===== config.mk =====
export PLATFORM = sky130hd
export DESIGN_NAME = primary_plane_control
export DESIGN_NICKNAME = d
export VERILOG_FILES = /design/src/rtl/plane_ctl_pkg.sv /design/src/rtl/pixel_expand.sv /design/src/rtl/primary_plane_control.sv
export SDC_FILE = /design/constraint.sdc
export NUM_CORES = 1
export LEC_CHECK = 0
export BUFFER_PORTS_ARGS = -buffer_cell sky130_fd_sc_hd__clkbuf_2
export CORE_ASPECT_RATIO = 1.4
export CORE_UTILIZATION = 50
export DETAILED_ROUTE_END_ITERATION = 6
export MAX_ROUTING_LAYER = met4
export PLACE_DENSITY = 0.86
export RECOVER_POWER = 100
export SYNTH_ARGS = -nofsm -noshare
export SYNTH_HDL_FRONTEND = slang
export SYNTH_SLANG_ARGS = --single-unit

===== constraint.sdc =====
create_clock -name clk_i -period 8.3 [get_ports clk_i]
set_input_delay 1.66 -clock clk_i [delete_from_list [all_inputs] [get_ports clk_i]]
set_output_delay 1.66 -clock clk_i [all_outputs]
set_load 0.01 [all_outputs]

===== src/rtl/plane_ctl_pkg.sv =====
package plane_ctl_pkg;

  // register byte addresses within the display space
  localparam logic [19:0] CTRL_OFFSET = 20'h70180;
  localparam logic [19:0] LINOFF_OFFSET = 20'h70184;

  // reset values
  localparam logic [31:0] CTRL_RESET = 32'h00000000;
  localparam logic [31:0] LINOFF_RESET = 32'h00000000;
  localparam logic [31:0] SURF_RESET = 32'h00000000;

  // control register field positions
  localparam int ENABLE_BIT = 31;
  localparam int GAMMA_BIT = 30;
  localparam int FMT_HI = 29;
  localparam int FMT_LO = 26;
  localparam int KEY_WIN_BIT = 23;
  localparam int KEY_EN_BIT = 22;
  localparam int MUL_HI = 21;
  localparam int MUL_LO = 20;
  localparam int ROT_BIT = 15;
  localparam int TRICKLE_BIT = 14;
  localparam int PART_BIT = 13;
  localparam int TILED_BIT = 10;
  localparam int ASYNC_BIT = 9;

  // surface word fields
  localparam int FLIP_SRC_BIT = 3;
  localparam logic [31:0] SURF_ADDR_MASK = 32'hFFFFF000;

  // source pixel format codes
  localparam logic [3:0] FMT_INDEXED = 4'h2;
  localparam logic [3:0] FMT_BGRX565 = 4'h5;
  localparam logic [3:0] FMT_BGRX8 = 4'h6;
  localparam logic [3:0] FMT_BGRA8 = 4'h7;
  localparam logic [3:0] FMT_RGBX10 = 4'h8;
  localparam logic [3:0] FMT_RGBA10 = 4'h9;
  localparam logic [3:0] FMT_BGRX10 = 4'hA;
  localparam logic [3:0] FMT_BGRA10 = 4'hB;
  localparam logic [3:0] FMT_FP16X = 4'hC;
  localparam logic [3:0] FMT_FP16A = 4'hD;
  localparam logic [3:0] FMT_RGBX8 = 4'hE;
  localparam logic [3:0] FMT_RGBA8 = 4'hF;

  // pixel multiply codes
  localparam logic [1:0] MUL_NONE = 2'h0;
  localparam logic [1:0] MUL_LINE_PIXEL = 2'h1;
  localparam logic [1:0] MUL_PIXEL = 2'h3;

  // x-tile geometry: 512 bytes by 8 rows, 4 KiB per tile
  localparam int TILE_ROWS_LOG2 = 3;
  localparam int TILE_WIDTH_LOG2 = 9;
  localparam int TILE_BYTES_LOG2 = 12;
  localparam logic [31:0] TILE_ROW_MASK = 32'h00000007;
  localparam logic [31:0] TILE_COL_MASK = 32'h000001FF;

  // half float exponent bias
  localparam logic [4:0] FP16_BIAS = 5'hF;

  // surface address update sequencing
  typedef enum logic [1:0] {SURF_IDLE, SURF_WAIT_SYNC, SURF_WAIT_ASYNC} surf_state_t;

endpackage


===== src/rtl/pixel_expand.sv =====
// widens any source pixel to 10 bits per component
module pixel_expand (
  // source side
  input wire logic [3:0] fmt_i,
  input wire logic [63:0] pixel_i,
  input wire logic [29:0] palette_rgb_i,
  // widened components
  output logic [9:0] red_o,
  output logic [9:0] green_o,
  output logic [9:0] blue_o
);

  // replicate msbs so full scale maps to full scale
  function automatic logic [9:0] widen8(input logic [7:0] c);
    widen8 = {c, c[7:6]};
  endfunction

  function automatic logic [9:0] widen6(input logic [5:0] c);
    widen6 = {c, c[5:2]};
  endfunction

  function automatic logic [9:0] widen5(input logic [4:0] c);
    widen5 = {c, c[4:0]};
  endfunction

  // clamps to [0,1]; values above one saturate, negatives go to zero
  function automatic logic [9:0] fp16_to_10(input logic [15:0] h);
    logic [4:0] shift;
    logic [10:0] mant;
    shift = 5'h00;
    mant = {1'b1, h[9:0]};
    if (h[15]) begin
      fp16_to_10 = 10'h000;
    end else if (h[14:10] >= plane_ctl_pkg::FP16_BIAS) begin
      fp16_to_10 = 10'h3FF;
    end else begin
      shift = plane_ctl_pkg::FP16_BIAS - h[14:10];
      mant = mant >> shift;
      fp16_to_10 = mant[9:0];
    end
  endfunction

  // format decode of the component layout
  always_comb begin
    red_o = 10'h000;
    green_o = 10'h000;
    blue_o = 10'h000;
    unique case (fmt_i)
      plane_ctl_pkg::FMT_INDEXED: begin
        red_o = palette_rgb_i[29:20];
        green_o = palette_rgb_i[19:10];
        blue_o = palette_rgb_i[9:0];
      end
      plane_ctl_pkg::FMT_BGRX565: begin
        red_o = widen5(pixel_i[15:11]);
        green_o = widen6(pixel_i[10:5]);
        blue_o = widen5(pixel_i[4:0]);
      end
      plane_ctl_pkg::FMT_BGRX8, plane_ctl_pkg::FMT_BGRA8: begin
        red_o = widen8(pixel_i[23:16]);
        green_o = widen8(pixel_i[15:8]);
        blue_o = widen8(pixel_i[7:0]);
      end
      plane_ctl_pkg::FMT_RGBX10, plane_ctl_pkg::FMT_RGBA10: begin
        red_o = pixel_i[9:0];
        green_o = pixel_i[19:10];
        blue_o = pixel_i[29:20];
      end
      plane_ctl_pkg::FMT_BGRX10, plane_ctl_pkg::FMT_BGRA10: begin
        red_o = pixel_i[29:20];
        green_o = pixel_i[19:10];
        blue_o = pixel_i[9:0];
      end
      plane_ctl_pkg::FMT_FP16X, plane_ctl_pkg::FMT_FP16A: begin
        red_o = fp16_to_10(pixel_i[15:0]);
        green_o = fp16_to_10(pixel_i[31:16]);
        blue_o = fp16_to_10(pixel_i[47:32]);
      end
      plane_ctl_pkg::FMT_RGBX8, plane_ctl_pkg::FMT_RGBA8: begin
        red_o = widen8(pixel_i[7:0]);
        green_o = widen8(pixel_i[15:8]);
        blue_o = widen8(pixel_i[23:16]);
      end
      default: begin
        // reserved codes give black
        red_o = 10'h000;
      end
    endcase
  end

endmodule


===== src/rtl/primary_plane_control.sv =====
// Functional notes
// - writes pend; trigger then vblank copies all together
// - pipe disabled: written values apply at once
// - enable generates pixels; clear blanks at vblank
// - gamma bit zero bypasses gamma correction
// - decode indexed, 565, 8888 and 10:10:10:2 formats
// - decode half float, rgb 8888; others reserved
// - every format widened to 10 bits per component
// - key window limits key to overlap area
// - key lets lower plane show on match
// - decode multiply: none, line+pixel, reserved, pixel
// - rotation bit presents plane turned 180 degrees
// - trickle zero: fetch whenever buffer has space
// - partition bit zero shares sprite space, ignored deep mode
// - tiled bit selects linear or x-tiled surface
// - tiled bit steers first pixel address math
// - async mmio surface write applies at lookup/vblank
// - default surface writes apply at vblank start
// - flip done routed by flip source bit
// - deep buffer mode freezes enable, even with the pipe disabled
// - tiled selection sits at control bit 10
module primary_plane_control (
  // clock and reset
  input wire logic clk_i,
  input wire logic reset_i,
  // register access
  input wire logic reg_wr_i,
  input wire logic reg_rd_i,
  input wire logic [19:0] reg_addr_i,
  input wire logic [31:0] reg_wdata_i,
  output logic [31:0] reg_rdata_o,
  output logic reg_rvalid_o,
  // surface base writes from the neighbouring register
  input wire logic surf_wr_i,
  input wire logic surf_mmio_i,
  input wire logic [31:0] surf_wdata_i,
  // pipe timing
  input wire logic pipe_enabled_i,
  input wire logic vblank_start_i,
  input wire logic in_vblank_i,
  input wire logic tlb_req_i,
  // buffer and power state
  input wire logic max_fifo_mode_i,
  input wire logic sprite_enabled_i,
  input wire logic buf_free_i,
  input wire logic buf_free_block_i,
  // keying inputs
  input wire logic key_match_i,
  input wire logic in_overlap_i,
  // first pixel address inputs
  input wire logic [11:0] tile_x_i,
  input wire logic [11:0] tile_y_i,
  input wire logic [31:0] pitch_i,
  // pixel stream
  input wire logic pixel_valid_i,
  input wire logic [63:0] pixel_i,
  input wire logic [29:0] palette_rgb_i,
  // plane state
  output logic plane_on_o,
  output logic blank_o,
  output logic fetch_req_o,
  output logic gamma_bypass_o,
  output logic rotate_o,
  output logic tiled_o,
  output logic use_sprite_space_o,
  output logic show_below_o,
  output logic line_double_o,
  output logic pixel_double_o,
  // format decode
  output logic fmt_indexed_o,
  output logic fmt_alpha_o,
  output logic fmt_float_o,
  output logic fmt_reserved_o,
  output logic [3:0] bytes_per_pixel_o,
  // surface
  output logic [31:0] surface_base_o,
  output logic [31:0] first_pixel_addr_o,
  output logic flip_done_render_o,
  output logic flip_done_blitter_o,
  // widened pixels
  output logic pix_valid_o,
  output logic [9:0] red_o,
  output logic [9:0] green_o,
  output logic [9:0] blue_o
);

  // pending and active control state
  logic [31:0] ctrl_pend_reg, ctrl_pend_next;
  logic [31:0] lin_pend_reg, lin_pend_next;
  logic [31:0] ctrl_act_reg, ctrl_act_next;
  logic [31:0] lin_act_reg, lin_act_next;
  logic armed_reg, armed_next;
  // surface update state
  plane_ctl_pkg::surf_state_t surf_state_reg, surf_state_next;
  logic [31:0] surf_pend_reg, surf_pend_next;
  logic [31:0] surf_act_reg, surf_act_next;
  logic flip_cs_reg, flip_cs_next;
  logic flip_bcs_reg, flip_bcs_next;
  // read port and datapath outputs
  logic [31:0] rdata_reg, rdata_next;
  logic rvalid_reg, rvalid_next;
  logic [31:0] addr_reg, addr_next;
  logic pvalid_reg, pvalid_next;
  logic [29:0] rgb_reg, rgb_next;
  // decode helpers
  logic ctrl_wr, lin_wr, trigger, vb_apply, surf_apply;
  logic [3:0] fmt;
  logic [1:0] mul;
  logic [9:0] exp_r, exp_g, exp_b;
  logic [31:0] xbytes, tiled_off;

  assign ctrl_wr = reg_wr_i && (reg_addr_i == plane_ctl_pkg::CTRL_OFFSET);
  assign lin_wr = reg_wr_i && (reg_addr_i == plane_ctl_pkg::LINOFF_OFFSET);
  assign fmt = ctrl_act_reg[plane_ctl_pkg::FMT_HI:plane_ctl_pkg::FMT_LO];
  assign mul = ctrl_act_reg[plane_ctl_pkg::MUL_HI:plane_ctl_pkg::MUL_LO];

  // a surface write, or any change of enable, arms the vblank copy;
  // a falling enable also arms so that disabling lands at vblank
  assign trigger = surf_wr_i ||
    (ctrl_wr && (reg_wdata_i[plane_ctl_pkg::ENABLE_BIT] !=
                 ctrl_pend_reg[plane_ctl_pkg::ENABLE_BIT]));
  assign vb_apply = armed_reg && vblank_start_i;

  // control double buffer next state
  always_comb begin
    ctrl_pend_next = ctrl_wr ? reg_wdata_i : ctrl_pend_reg;
    lin_pend_next = lin_wr ? reg_wdata_i : lin_pend_reg;
    ctrl_act_next = ctrl_act_reg;
    lin_act_next = lin_act_reg;
    // a new trigger in the apply cycle re-arms rather than being lost
    armed_next = trigger || (armed_reg && !vb_apply);
    if (!pipe_enabled_i) begin
      // idle pipe: nothing to tear, follow writes directly
      ctrl_act_next = ctrl_pend_next;
      lin_act_next = lin_pend_next;
      armed_next = 1'b0;
    end else if (vb_apply) begin
      ctrl_act_next = ctrl_pend_reg;
      lin_act_next = lin_pend_reg;
    end
    // deep buffer mode keeps the enable frozen
    if (max_fifo_mode_i) begin
      ctrl_act_next[plane_ctl_pkg::ENABLE_BIT] =
        ctrl_act_reg[plane_ctl_pkg::ENABLE_BIT];
    end
  end

  // control double buffer registers
  always_ff @(posedge clk_i) begin
    if (reset_i) begin
      ctrl_pend_reg <= plane_ctl_pkg::CTRL_RESET;
      lin_pend_reg <= plane_ctl_pkg::LINOFF_RESET;
      ctrl_act_reg <= plane_ctl_pkg::CTRL_RESET;
      lin_act_reg <= plane_ctl_pkg::LINOFF_RESET;
      armed_reg <= 1'b0;
    end else begin
      ctrl_pend_reg <= ctrl_pend_next;
      lin_pend_reg <= lin_pend_next;
      ctrl_act_reg <= ctrl_act_next;
      lin_act_reg <= lin_act_next;
      armed_reg <= armed_next;
    end
  end

  // surface update sequencing next state
  always_comb begin
    surf_state_next = surf_state_reg;
    surf_pend_next = surf_pend_reg;
    surf_act_next = surf_act_reg;
    surf_apply = 1'b0;
    unique case (surf_state_reg)
      plane_ctl_pkg::SURF_IDLE: surf_apply = 1'b0;
      plane_ctl_pkg::SURF_WAIT_SYNC: surf_apply = vblank_start_i;
      // a write seen inside vblank waits for the first active lookups
      plane_ctl_pkg::SURF_WAIT_ASYNC:
        surf_apply = (tlb_req_i && !in_vblank_i) || vblank_start_i;
    endcase
    if (!pipe_enabled_i && surf_state_reg != plane_ctl_pkg::SURF_IDLE) begin
      surf_apply = 1'b1;
    end
    if (surf_apply) begin
      surf_act_next = surf_pend_reg;
      surf_state_next = plane_ctl_pkg::SURF_IDLE;
    end
    // a later write replaces the pending one; async only for mmio writes
    // and never while pixel multiply is active
    if (surf_wr_i) begin
      surf_pend_next = surf_wdata_i;
      if (ctrl_act_reg[plane_ctl_pkg::ASYNC_BIT] && surf_mmio_i &&
          mul == plane_ctl_pkg::MUL_NONE) begin
        surf_state_next = plane_ctl_pkg::SURF_WAIT_ASYNC;
      end else begin
        surf_state_next = plane_ctl_pkg::SURF_WAIT_SYNC;
      end
    end
    // flip done follows the source of the applied surface
    flip_cs_next = surf_apply && !surf_pend_reg[plane_ctl_pkg::FLIP_SRC_BIT];
    flip_bcs_next = surf_apply && surf_pend_reg[plane_ctl_pkg::FLIP_SRC_BIT];
  end

  // surface update registers
  always_ff @(posedge clk_i) begin
    if (reset_i) begin
      surf_state_reg <= plane_ctl_pkg::SURF_IDLE;
      surf_pend_reg <= plane_ctl_pkg::SURF_RESET;
      surf_act_reg <= plane_ctl_pkg::SURF_RESET;
      flip_cs_reg <= 1'b0;
      flip_bcs_reg <= 1'b0;
    end else begin
      surf_state_reg <= surf_state_next;
      surf_pend_reg <= surf_pend_next;
      surf_act_reg <= surf_act_next;
      flip_cs_reg <= flip_cs_next;
      flip_bcs_reg <= flip_bcs_next;
    end
  end

  // format decode of the active copy
  always_comb begin
    fmt_indexed_o = 1'b0;
    fmt_alpha_o = 1'b0;
    fmt_float_o = 1'b0;
    fmt_reserved_o = 1'b0;
    bytes_per_pixel_o = 4'h4;
    unique case (fmt)
      plane_ctl_pkg::FMT_INDEXED: begin
        fmt_indexed_o = 1'b1;
        bytes_per_pixel_o = 4'h1;
      end
      plane_ctl_pkg::FMT_BGRX565: bytes_per_pixel_o = 4'h2;
      plane_ctl_pkg::FMT_BGRX8, plane_ctl_pkg::FMT_RGBX10, plane_ctl_pkg::FMT_BGRX10,
      plane_ctl_pkg::FMT_RGBX8: bytes_per_pixel_o = 4'h4;
      plane_ctl_pkg::FMT_BGRA8, plane_ctl_pkg::FMT_RGBA10, plane_ctl_pkg::FMT_BGRA10,
      plane_ctl_pkg::FMT_RGBA8: fmt_alpha_o = 1'b1;
      plane_ctl_pkg::FMT_FP16X: begin
        fmt_float_o = 1'b1;
        bytes_per_pixel_o = 4'h8;
      end
      plane_ctl_pkg::FMT_FP16A: begin
        fmt_float_o = 1'b1;
        fmt_alpha_o = 1'b1;
        bytes_per_pixel_o = 4'h8;
      end
      default: fmt_reserved_o = 1'b1;
    endcase
  end

  // plane state outputs; enable only counts with the pipe running
  assign plane_on_o = ctrl_act_reg[plane_ctl_pkg::ENABLE_BIT] && pipe_enabled_i;
  assign blank_o = !plane_on_o;
  assign fetch_req_o = plane_on_o && (ctrl_act_reg[plane_ctl_pkg::TRICKLE_BIT] ?
                       buf_free_block_i : buf_free_i);
  assign gamma_bypass_o = !ctrl_act_reg[plane_ctl_pkg::GAMMA_BIT];
  assign rotate_o = ctrl_act_reg[plane_ctl_pkg::ROT_BIT];
  assign tiled_o = ctrl_act_reg[plane_ctl_pkg::TILED_BIT];
  assign use_sprite_space_o = !ctrl_act_reg[plane_ctl_pkg::PART_BIT] &&
                              !sprite_enabled_i && !max_fifo_mode_i;
  // alpha formats never key, even if software sets the bit anyway
  assign show_below_o = plane_on_o && ctrl_act_reg[plane_ctl_pkg::KEY_EN_BIT] &&
    !fmt_alpha_o && key_match_i &&
    (!ctrl_act_reg[plane_ctl_pkg::KEY_WIN_BIT] || in_overlap_i);
  assign line_double_o = (mul == plane_ctl_pkg::MUL_LINE_PIXEL);
  assign pixel_double_o = (mul == plane_ctl_pkg::MUL_LINE_PIXEL) ||
                          (mul == plane_ctl_pkg::MUL_PIXEL);
  assign surface_base_o = surf_act_reg & plane_ctl_pkg::SURF_ADDR_MASK;
  assign flip_done_render_o = flip_cs_reg;
  assign flip_done_blitter_o = flip_bcs_reg;
  assign reg_rdata_o = rdata_reg;
  assign reg_rvalid_o = rvalid_reg;
  assign first_pixel_addr_o = addr_reg;
  assign pix_valid_o = pvalid_reg;
  assign red_o = rgb_reg[29:20];
  assign green_o = rgb_reg[19:10];
  assign blue_o = rgb_reg[9:0];

  // component widening
  pixel_expand u_expand (
    .fmt_i(fmt),
    .pixel_i(pixel_i),
    .palette_rgb_i(palette_rgb_i),
    .red_o(exp_r),
    .green_o(exp_g),
    .blue_o(exp_b)
  );

  // x-tile offset: whole tile rows, whole tiles, then row and byte in tile
  assign xbytes = 32'(tile_x_i) * 32'(bytes_per_pixel_o);
  assign tiled_off = (((32'(tile_y_i) >> plane_ctl_pkg::TILE_ROWS_LOG2) * pitch_i)
                      << plane_ctl_pkg::TILE_ROWS_LOG2) +
                     ((xbytes >> plane_ctl_pkg::TILE_WIDTH_LOG2)
                      << plane_ctl_pkg::TILE_BYTES_LOG2) +
                     ((32'(tile_y_i) & plane_ctl_pkg::TILE_ROW_MASK)
                      << plane_ctl_pkg::TILE_WIDTH_LOG2) +
                     (xbytes & plane_ctl_pkg::TILE_COL_MASK);

  // read port and datapath next values
  always_comb begin
    rdata_next = rdata_reg;
    rvalid_next = reg_rd_i;
    if (reg_rd_i) begin
      if (reg_addr_i == plane_ctl_pkg::CTRL_OFFSET) begin
        rdata_next = ctrl_pend_reg;
      end else if (reg_addr_i == plane_ctl_pkg::LINOFF_OFFSET) begin
        rdata_next = lin_pend_reg;
      end else begin
        rdata_next = 32'h00000000;
      end
    end
    addr_next = tiled_o ? surface_base_o + tiled_off :
                surface_base_o + lin_act_reg;
    pvalid_next = pixel_valid_i && plane_on_o;
    rgb_next = pixel_valid_i ? {exp_r, exp_g, exp_b} : rgb_reg;
  end

  // read port and datapath registers
  always_ff @(posedge clk_i) begin
    if (reset_i) begin
      rdata_reg <= 32'h00000000;
      rvalid_reg <= 1'b0;
      addr_reg <= 32'h00000000;
      pvalid_reg <= 1'b0;
      rgb_reg <= 30'h00000000;
    end else begin
      rdata_reg <= rdata_next;
      rvalid_reg <= rvalid_next;
      addr_reg <= addr_next;
      pvalid_reg <= pvalid_next;
      rgb_reg <= rgb_next;
    end
  end

  AST_IMMEDIATE: assert property (@(posedge clk_i) disable iff (reset_i)
    ctrl_wr && !pipe_enabled_i && !max_fifo_mode_i |=> ctrl_act_reg == $past(reg_wdata_i))
    else $error("idle pipe write not applied at once");
  AST_VBLANK_COPY: assert property (@(posedge clk_i) disable iff (reset_i)
    pipe_enabled_i && armed_reg && vblank_start_i && !max_fifo_mode_i
    |=> ctrl_act_reg == $past(ctrl_pend_reg) && lin_act_reg == $past(lin_pend_reg))
    else $error("armed vblank did not copy pending set");
  AST_HOLD: assert property (@(posedge clk_i) disable iff (reset_i)
    pipe_enabled_i && !(armed_reg && vblank_start_i) |=> $stable(ctrl_act_reg))
    else $error("active control changed without armed vblank");
  AST_DEEP_FREEZE: assert property (@(posedge clk_i) disable iff (reset_i)
    max_fifo_mode_i |=> ctrl_act_reg[plane_ctl_pkg::ENABLE_BIT] ==
                        $past(ctrl_act_reg[plane_ctl_pkg::ENABLE_BIT]))
    else $error("enable moved in deep buffer mode");
  AST_FETCH: assert property (@(posedge clk_i) disable iff (reset_i)
    !ctrl_act_reg[plane_ctl_pkg::TRICKLE_BIT] && plane_on_o && buf_free_i |-> fetch_req_o)
    else $error("no fetch with free space");
  AST_FLIP_ROUTE: assert property (@(posedge clk_i) disable iff (reset_i)
    flip_done_blitter_o |-> !flip_done_render_o &&
                           $past(surf_pend_reg[plane_ctl_pkg::FLIP_SRC_BIT]))
    else $error("flip done routed to wrong streamer");
  AST_ASYNC_WAIT: assert property (@(posedge clk_i) disable iff (reset_i)
    surf_state_reg == plane_ctl_pkg::SURF_WAIT_ASYNC && in_vblank_i && !vblank_start_i &&
    pipe_enabled_i |=> $stable(surf_act_reg))
    else $error("async surface applied inside vblank");
  AST_SYNC_APPLY: assert property (@(posedge clk_i) disable iff (reset_i)
    surf_state_reg == plane_ctl_pkg::SURF_WAIT_SYNC && vblank_start_i
    |=> surf_act_reg == $past(surf_pend_reg) && (flip_done_render_o || flip_done_blitter_o))
    else $error("sync surface not applied at vblank");
  AST_READBACK: assert property (@(posedge clk_i) disable iff (reset_i)
    reg_rd_i && reg_addr_i == plane_ctl_pkg::CTRL_OFFSET
    |=> reg_rvalid_o && reg_rdata_o == $past(ctrl_pend_reg))
    else $error("control read not pending value");
  AST_KEY_WINDOW: assert property (@(posedge clk_i) disable iff (reset_i)
    show_below_o |-> !fmt_alpha_o && (in_overlap_i || !ctrl_act_reg[plane_ctl_pkg::KEY_WIN_BIT]))
    else $error("key applied outside window");

endmodule


==> results of run 1 <==
metrics by stage:
| step | utilization (%) | hold slack (ns) | setup TNS (ns) | instance area, sq um |
|---|---|---|---|---|
| 2_1_floorplan | - | 0.416 | 0 | 22600 |
| 3_3_place_gp | 56.7 | 0.428 | -0.202 | 25100 |
| 3_5_place_dp | 56.7 | 0.428 | -0.513 | 25100 |
| 4_1_cts | 58.5 | 0.453 | 0 | 25900 |
| 5_1_grt | 58.0 | 0.474 | 0 | 25700 |
| 6_report | 58.0 | 0.452 | 0 | 25700 |
cells by family after synthesis:
logic type | share of synthesized area [%]
simple gates | 18.2
compound gates | 14.3
buf+inv | 7.53
fa+ha+maj | 23.7
flops | 22.5
mux | 10.4
xor+xnor | 3.38
other cells | 0.0166
placed cells by master (no fill, tap or decap), types with 14 or more instances in the layout:
master,count
mux2_2,44
nor2_1,207
o21ai_0,130
clkbuf_1,142
a21oi_1,160
dfxtp_1,252
xor2_1,34
buf_4,83
xnor2_1,53
a211oi_1,20
nand3_1,47
nor2b_1,14
and2_1,145
clkbuf_2,223
mux2i_1,173
clkbuf_16,25
or3_1,53
nand2b_1,44
nand2_1,260
a21o_1,32
ha_1,127
nor3_1,32
inv_1,269
and3_1,19
fa_1,187
cell type report:
cell class                 count  area [sq um]  share of cell area [%]
antenna                        3          7.51                  0.0292
clock inverter                10           105                   0.409
clock buffer                  34           709                    2.76
tap                          558           698                    2.72
multi-input combinational   1992         15800                    61.6
timing repair buffer         447          2280                    8.86
inverter                     270          1010                    3.94
sequential                   253          5070                    19.7
power by group:
| group | internal (mW) | total [mW] | switching, mW |
|---|---|---|---|
| Clock | 0.636 | 1.15 | 0.518 |
| Sequential | 1.23 | 1.25 | 0.0141 |
| Combinational | 2.41 | 5.14 | 2.73 |
| Total | 4.28 | 7.54 | 3.26 |
worst max-delay path, delay by kind of cell:
family                     cells  cell delay [ns]
adders and majority gates      7             3.25
AOI/OAI and AO/OA              9             1.98
and+or+nand+nor                6             0.78
buffers and inverters          5             0.40
muxes                          1             0.22
xor gates and xnor gates       1             0.10
metal layers:
| metal | up-vias | wire length, um |
|---|---|---|
| li1 | 9572 | - |
| met1 | 9682 | 25300 |
| met2 | 816 | 31700 |
| met3 | 205 | 4350 |
| met4 | 0 | 3540 |
| met5 | - | 0 |
final timing paths:
path	slack, ns	start	cells after the start	endpoint
setup reg to reg	0.51	ctrl_act_reg[29]	34	first_pixel_addr_o[30]
hold / removal	0.45	register	2	register
hold reg to reg	0.45	register	2	register
setup / recovery	0.32	tile_y_i[3]	29	first_pixel_addr_o[30]
==> metrics.cfg, run 1 <==
[timing]
setup_ws_ns=0.321
max_slew_margin_pct=-170
period_share_pct=96.1
worst_pin_slew_ns=4.05
slew_viol_final=376
setup_viol=0
finalCriticalPeriod_ns=7.98
max_freq_ghz=0.125
rsz0062_at_grt=false
fin_skew_ns=0.0143
finalHoldViolations=0

[routing]
num_vias=20275
antenna_left=0
drc_errors=0
first_pass_iters=7
drtIter0Drc=1536
routed_wl_mm=64.9
route.detailed.wl_per_inst_um=18.2
avgViaCountPerCell=5.68

[clock_tree]
ctsResizeCount=0
cts.sinks=253
root_buffer=clkbuf_16
hold_buffers=0
numCtsBuffers=24
htree_num_levels=1
clk_pin_slew_worst_paths_ns=0.07
clk-insertion-delay-late_ns=0.56
tritoncts=yes
clk_path_buf_depth=3
cts_setup_buffers=0

[logic_synthesis]
synth_cell_types=80
syn_area_sq_um=22500
synth-seq-cells=253
yosys.area.top_type=dfxtp_1
synth_area_leaders=dfxtp_1, fa_1, mux2i_1
synth-edff-count=0
async_reset_ff_share_pct=0
synth_ff_type=dfxtp_1
ys.warnings.count=0
postSynthAreaPerCell_sq_um=8.44
yosysSeqAreaShare_pct=22.5
synth_top_cells_by_count=inv_1, nand2_1, dfxtp_1
syn-instance-count=2670
synth_top_area_share_pct=22.5
synth.most_common_cell=inv_1

[placed_design]
port_buffers=356
pre_cts_slack_ns=-0.242
place_inst=3520
place_congestion=0.976
dp_hpwl_mm=49.9

[pwr]
peakVddDrop_uv=277
p_total_mw=7.54
power.leakage_nw=12.3
power_density_nw_per_um2=293

[worst_setup_path]
cpPeakStageDelay_ns=0.57
critPathArrivalTime_ns=8.40
slowest_stage=fa_1
cp.required_ns=8.72
path_max_fanout=6
worst_setup_path_end_kind=register
cpMostUsedCell=fa_1
worstSetupPathType=input port to register
start_kind=input port

[global_route]
grt_overflow=0
gr-usage-met2_pct=48.4
grt_pass1_vias=20059
met3_usage_pct=3.26
grt_max_degree=103
grt_usage_pct=28.9
antenna_found_initial=3
grt_use_met1_pct=34.1
grt_pass1_wl_mm=103
top_usage_layer=met2

[run_status]
status=finished, violations left
violations=max-capacitance violations, max-slew violations

[worst_hold_path]
hold_class=register to register

[layout]
fin_nets=3553
layout-drive-gt1-share_pct=14.2
nFillCells=3953
final_cell_count_no_fill=3567
syn2layout_area_growth_pct=14.0

[die]
rows=91
die_y_um=253
ios=399
start_util_pct=50.9
die-area_sq_um=45900
die_x_um=181
core_area_sq_um=44300

[run]
maxCapViolCount=6

(Power assumes the default switching activity.)
==> inputs of run 2 (changes only) <==
--- a/config.mk
+++ b/config.mk
@@ -7,10 +7,11 @@
 export LEC_CHECK = 0
 export BUFFER_PORTS_ARGS = -buffer_cell sky130_fd_sc_hd__clkbuf_2
 export CORE_ASPECT_RATIO = 1.4
-export CORE_UTILIZATION = 50
+export CORE_UTILIZATION = 53
 export DETAILED_ROUTE_END_ITERATION = 6
+export GPL_TIMING_DRIVEN = 0
 export MAX_ROUTING_LAYER = met4
-export PLACE_DENSITY = 0.86
+export PLACE_DENSITY = 0.9
 export RECOVER_POWER = 100
 export SYNTH_ARGS = -nofsm -noshare
 export SYNTH_HDL_FRONTEND = slang
==> run 2 against run 1 <==
The run ends with design-rule violations left. Clock power up 8%. Critical path depth grew 1. Register-to-register slack worse by 0.09 ns. Design area rose by 0.23%. Hold slack worse by 0.00094 ns. Setup slack got worse by 0.019 ns. Combinational power down 7.2%. Critical path type unchanged. Highest routed layer unchanged.
==> metrics.cfg, run 2 (same netlist as run 1, synthesis figures left out) <==
[clock_tree]
clk-insertion-delay-late_ns=0.55
htree_num_levels=1
clk_path_buf_depth=3
cts.sinks=253
numCtsBuffers=23
root_buffer=clkbuf_16
hold_buffers=0
tritoncts=yes
clk_pin_slew_worst_paths_ns=0.07

[pwr]
power.leakage_nw=12.2
power_density_nw_per_um2=282
clockPowerShare_pct=17.1
p_comb_share_pct=65.7
p_int_mw=4.01
power_frac_seq_pct=17.2
peakVddDrop_uv=259
p_total_mw=7.25
swShare_pct=44.8
switchingPower_mw=3.25

[routing]
route.detailed.wl_per_inst_um=20.2
drc_errors=2
avgViaCountPerCell=5.84
antenna_left=0
first_pass_iters=7
num_vias=21062
drtIter0Drc=1923
routed_wl_mm=72.7

[die]
die-area_sq_um=43400
start_util_pct=53.5
rows=89
die_x_um=176
ios=399
core_area_sq_um=42100
die_y_um=246

[global_route]
grt_max_degree=20
grt_pass1_wl_mm=113
antenna_found_initial=1
grt_pass1_vias=21603
grt_overflow=0
grt_usage_pct=34.3

[timing]
period_share_pct=96.4
fin_skew_ns=0.0178
worst_hold_slack_ns=0.451
slew_viol_final=0
setup_ws_ns=0.302
finalCriticalPeriod_ns=8.00
max_slew_margin_pct=22.9
max_freq_ghz=0.125
worst_pin_slew_ns=1.16
finalHoldViolations=0
setup_viol=0

[layout]
fin_nets=3605
final_cell_mix=inv_1, nand2_1, dfxtp_1
fin_util_pct=61.2
layout_commonest_cell=inv_1
multiInputGateArea_sq_um=15800
syn2layout_area_growth_pct=14.3
regArea_sq_um=5070
nFillCells=3632
layout-drive-gt1-share_pct=12.0

[worst_setup_path]
worstSetupPathType=input port to register
slowest_stage=fa_1
cpPeakStageDelay_ns=0.55
path_max_fanout=10
path_depth=30
path_delay_family=adder cells
cp_num_buf_inv=6
start_kind=input port
worst_setup_path_end_kind=register
cpMostUsedCell=fa_1
critPathArrivalTime_ns=8.43
r2r_cells=31
cp.required_ns=8.73

[run_status]
status=finished, violations left
violations=design-rule violations

[worst_hold_path]
hold_path_depth=2
hold_class=register to register

[placed_design]
dp_hpwl_mm=59.1
pre_cts_slack_ns=-0.865
port_buffers=337
place_congestion=1.02

[run]
maxCapViolCount=0

-- run 2: cell count changes in the layout (fill, tap and decap cells not counted), moves of 2 or more --
cell	before	now
buf_4	83	18
o21ai_2	1	3
buf_6	0	6
clkbuf_1	142	250
buf_1	0	8
o21ai_0	130	127
bufinv_16	1	6
clkbuf_2	223	214
clkbuf_16	25	23
clkbuf_8	5	3
clkbuf_4	2	6
clkinv_2	3	1
-- run 2: worst paths after layout --
check,endpoint,slack [ns],startpoint
worst max register to register,first_pixel_addr_o[30],0.42,ctrl_act_reg[28]
worst max-delay path,first_pixel_addr_o[30],0.30,tile_y_i[7]
worst min register to register,register,0.45,register
worst min-delay path,register,0.45,register
-- run 2: layout make-up --
type	instances	area share, %
Timing Repair Buffer	338	5.97
Clock buffer	29	2.44
Antenna cell	2	0.0194
Multi-Input combinational cell	1992	61.5
Buffer	162	2.89
Inverter	270	3.94
Tap cell	546	2.65
Sequential cell	253	19.7
Clock inverter	12	0.933
-- run 2: tightest hold or removal path: stages (launching register included) --
cell and delay (ns):
dfxtp_1 0.31, nand2_1 0.05, a21oi_1 0.05
-- run 2: timing repair --
action | CTS | global route
buffers inserted | 0 | 1
gates resized for setup | 13 | 75
endpoints found under the setup margin | 13 | 11
pin swaps | 0 | 7
-- run 2: through the flow --
| step | TNS, ns | area (sq um) | std cells |
|---|---|---|---|
| floorplan | 0 | 22600 | 2681 |
| global placement | -6.71 | 25000 | 3564 |
| detailed placement | -8.19 | 25000 | 3564 |
| CTS | 0 | 25800 | 3602 |
| global route | -0.00406 | 25700 | 3603 |
| finish | 0 | 25800 | 3604 |
-- run 2: routing by layer --
metal | GRT usage [%] | routed length, um
met4 | 24.6 | 5770
met3 | 5.39 | 5760
met5 | - | 0
met2 | 58.1 | 35500
met1 | 36.4 | 25700
-- run 2: power by group through the flow --
stage	Clock, mW	Sequential, mW	Combinational (mW)
5_1_grt	1.29	1.25	5.33
6_report	1.24	1.25	4.77
2_1_floorplan	0	1.27	3.73
3_5_place_dp	0	1.27	4.64
4_1_cts	1.25	1.25	4.71
3_3_place_gp	0	1.27	4.50
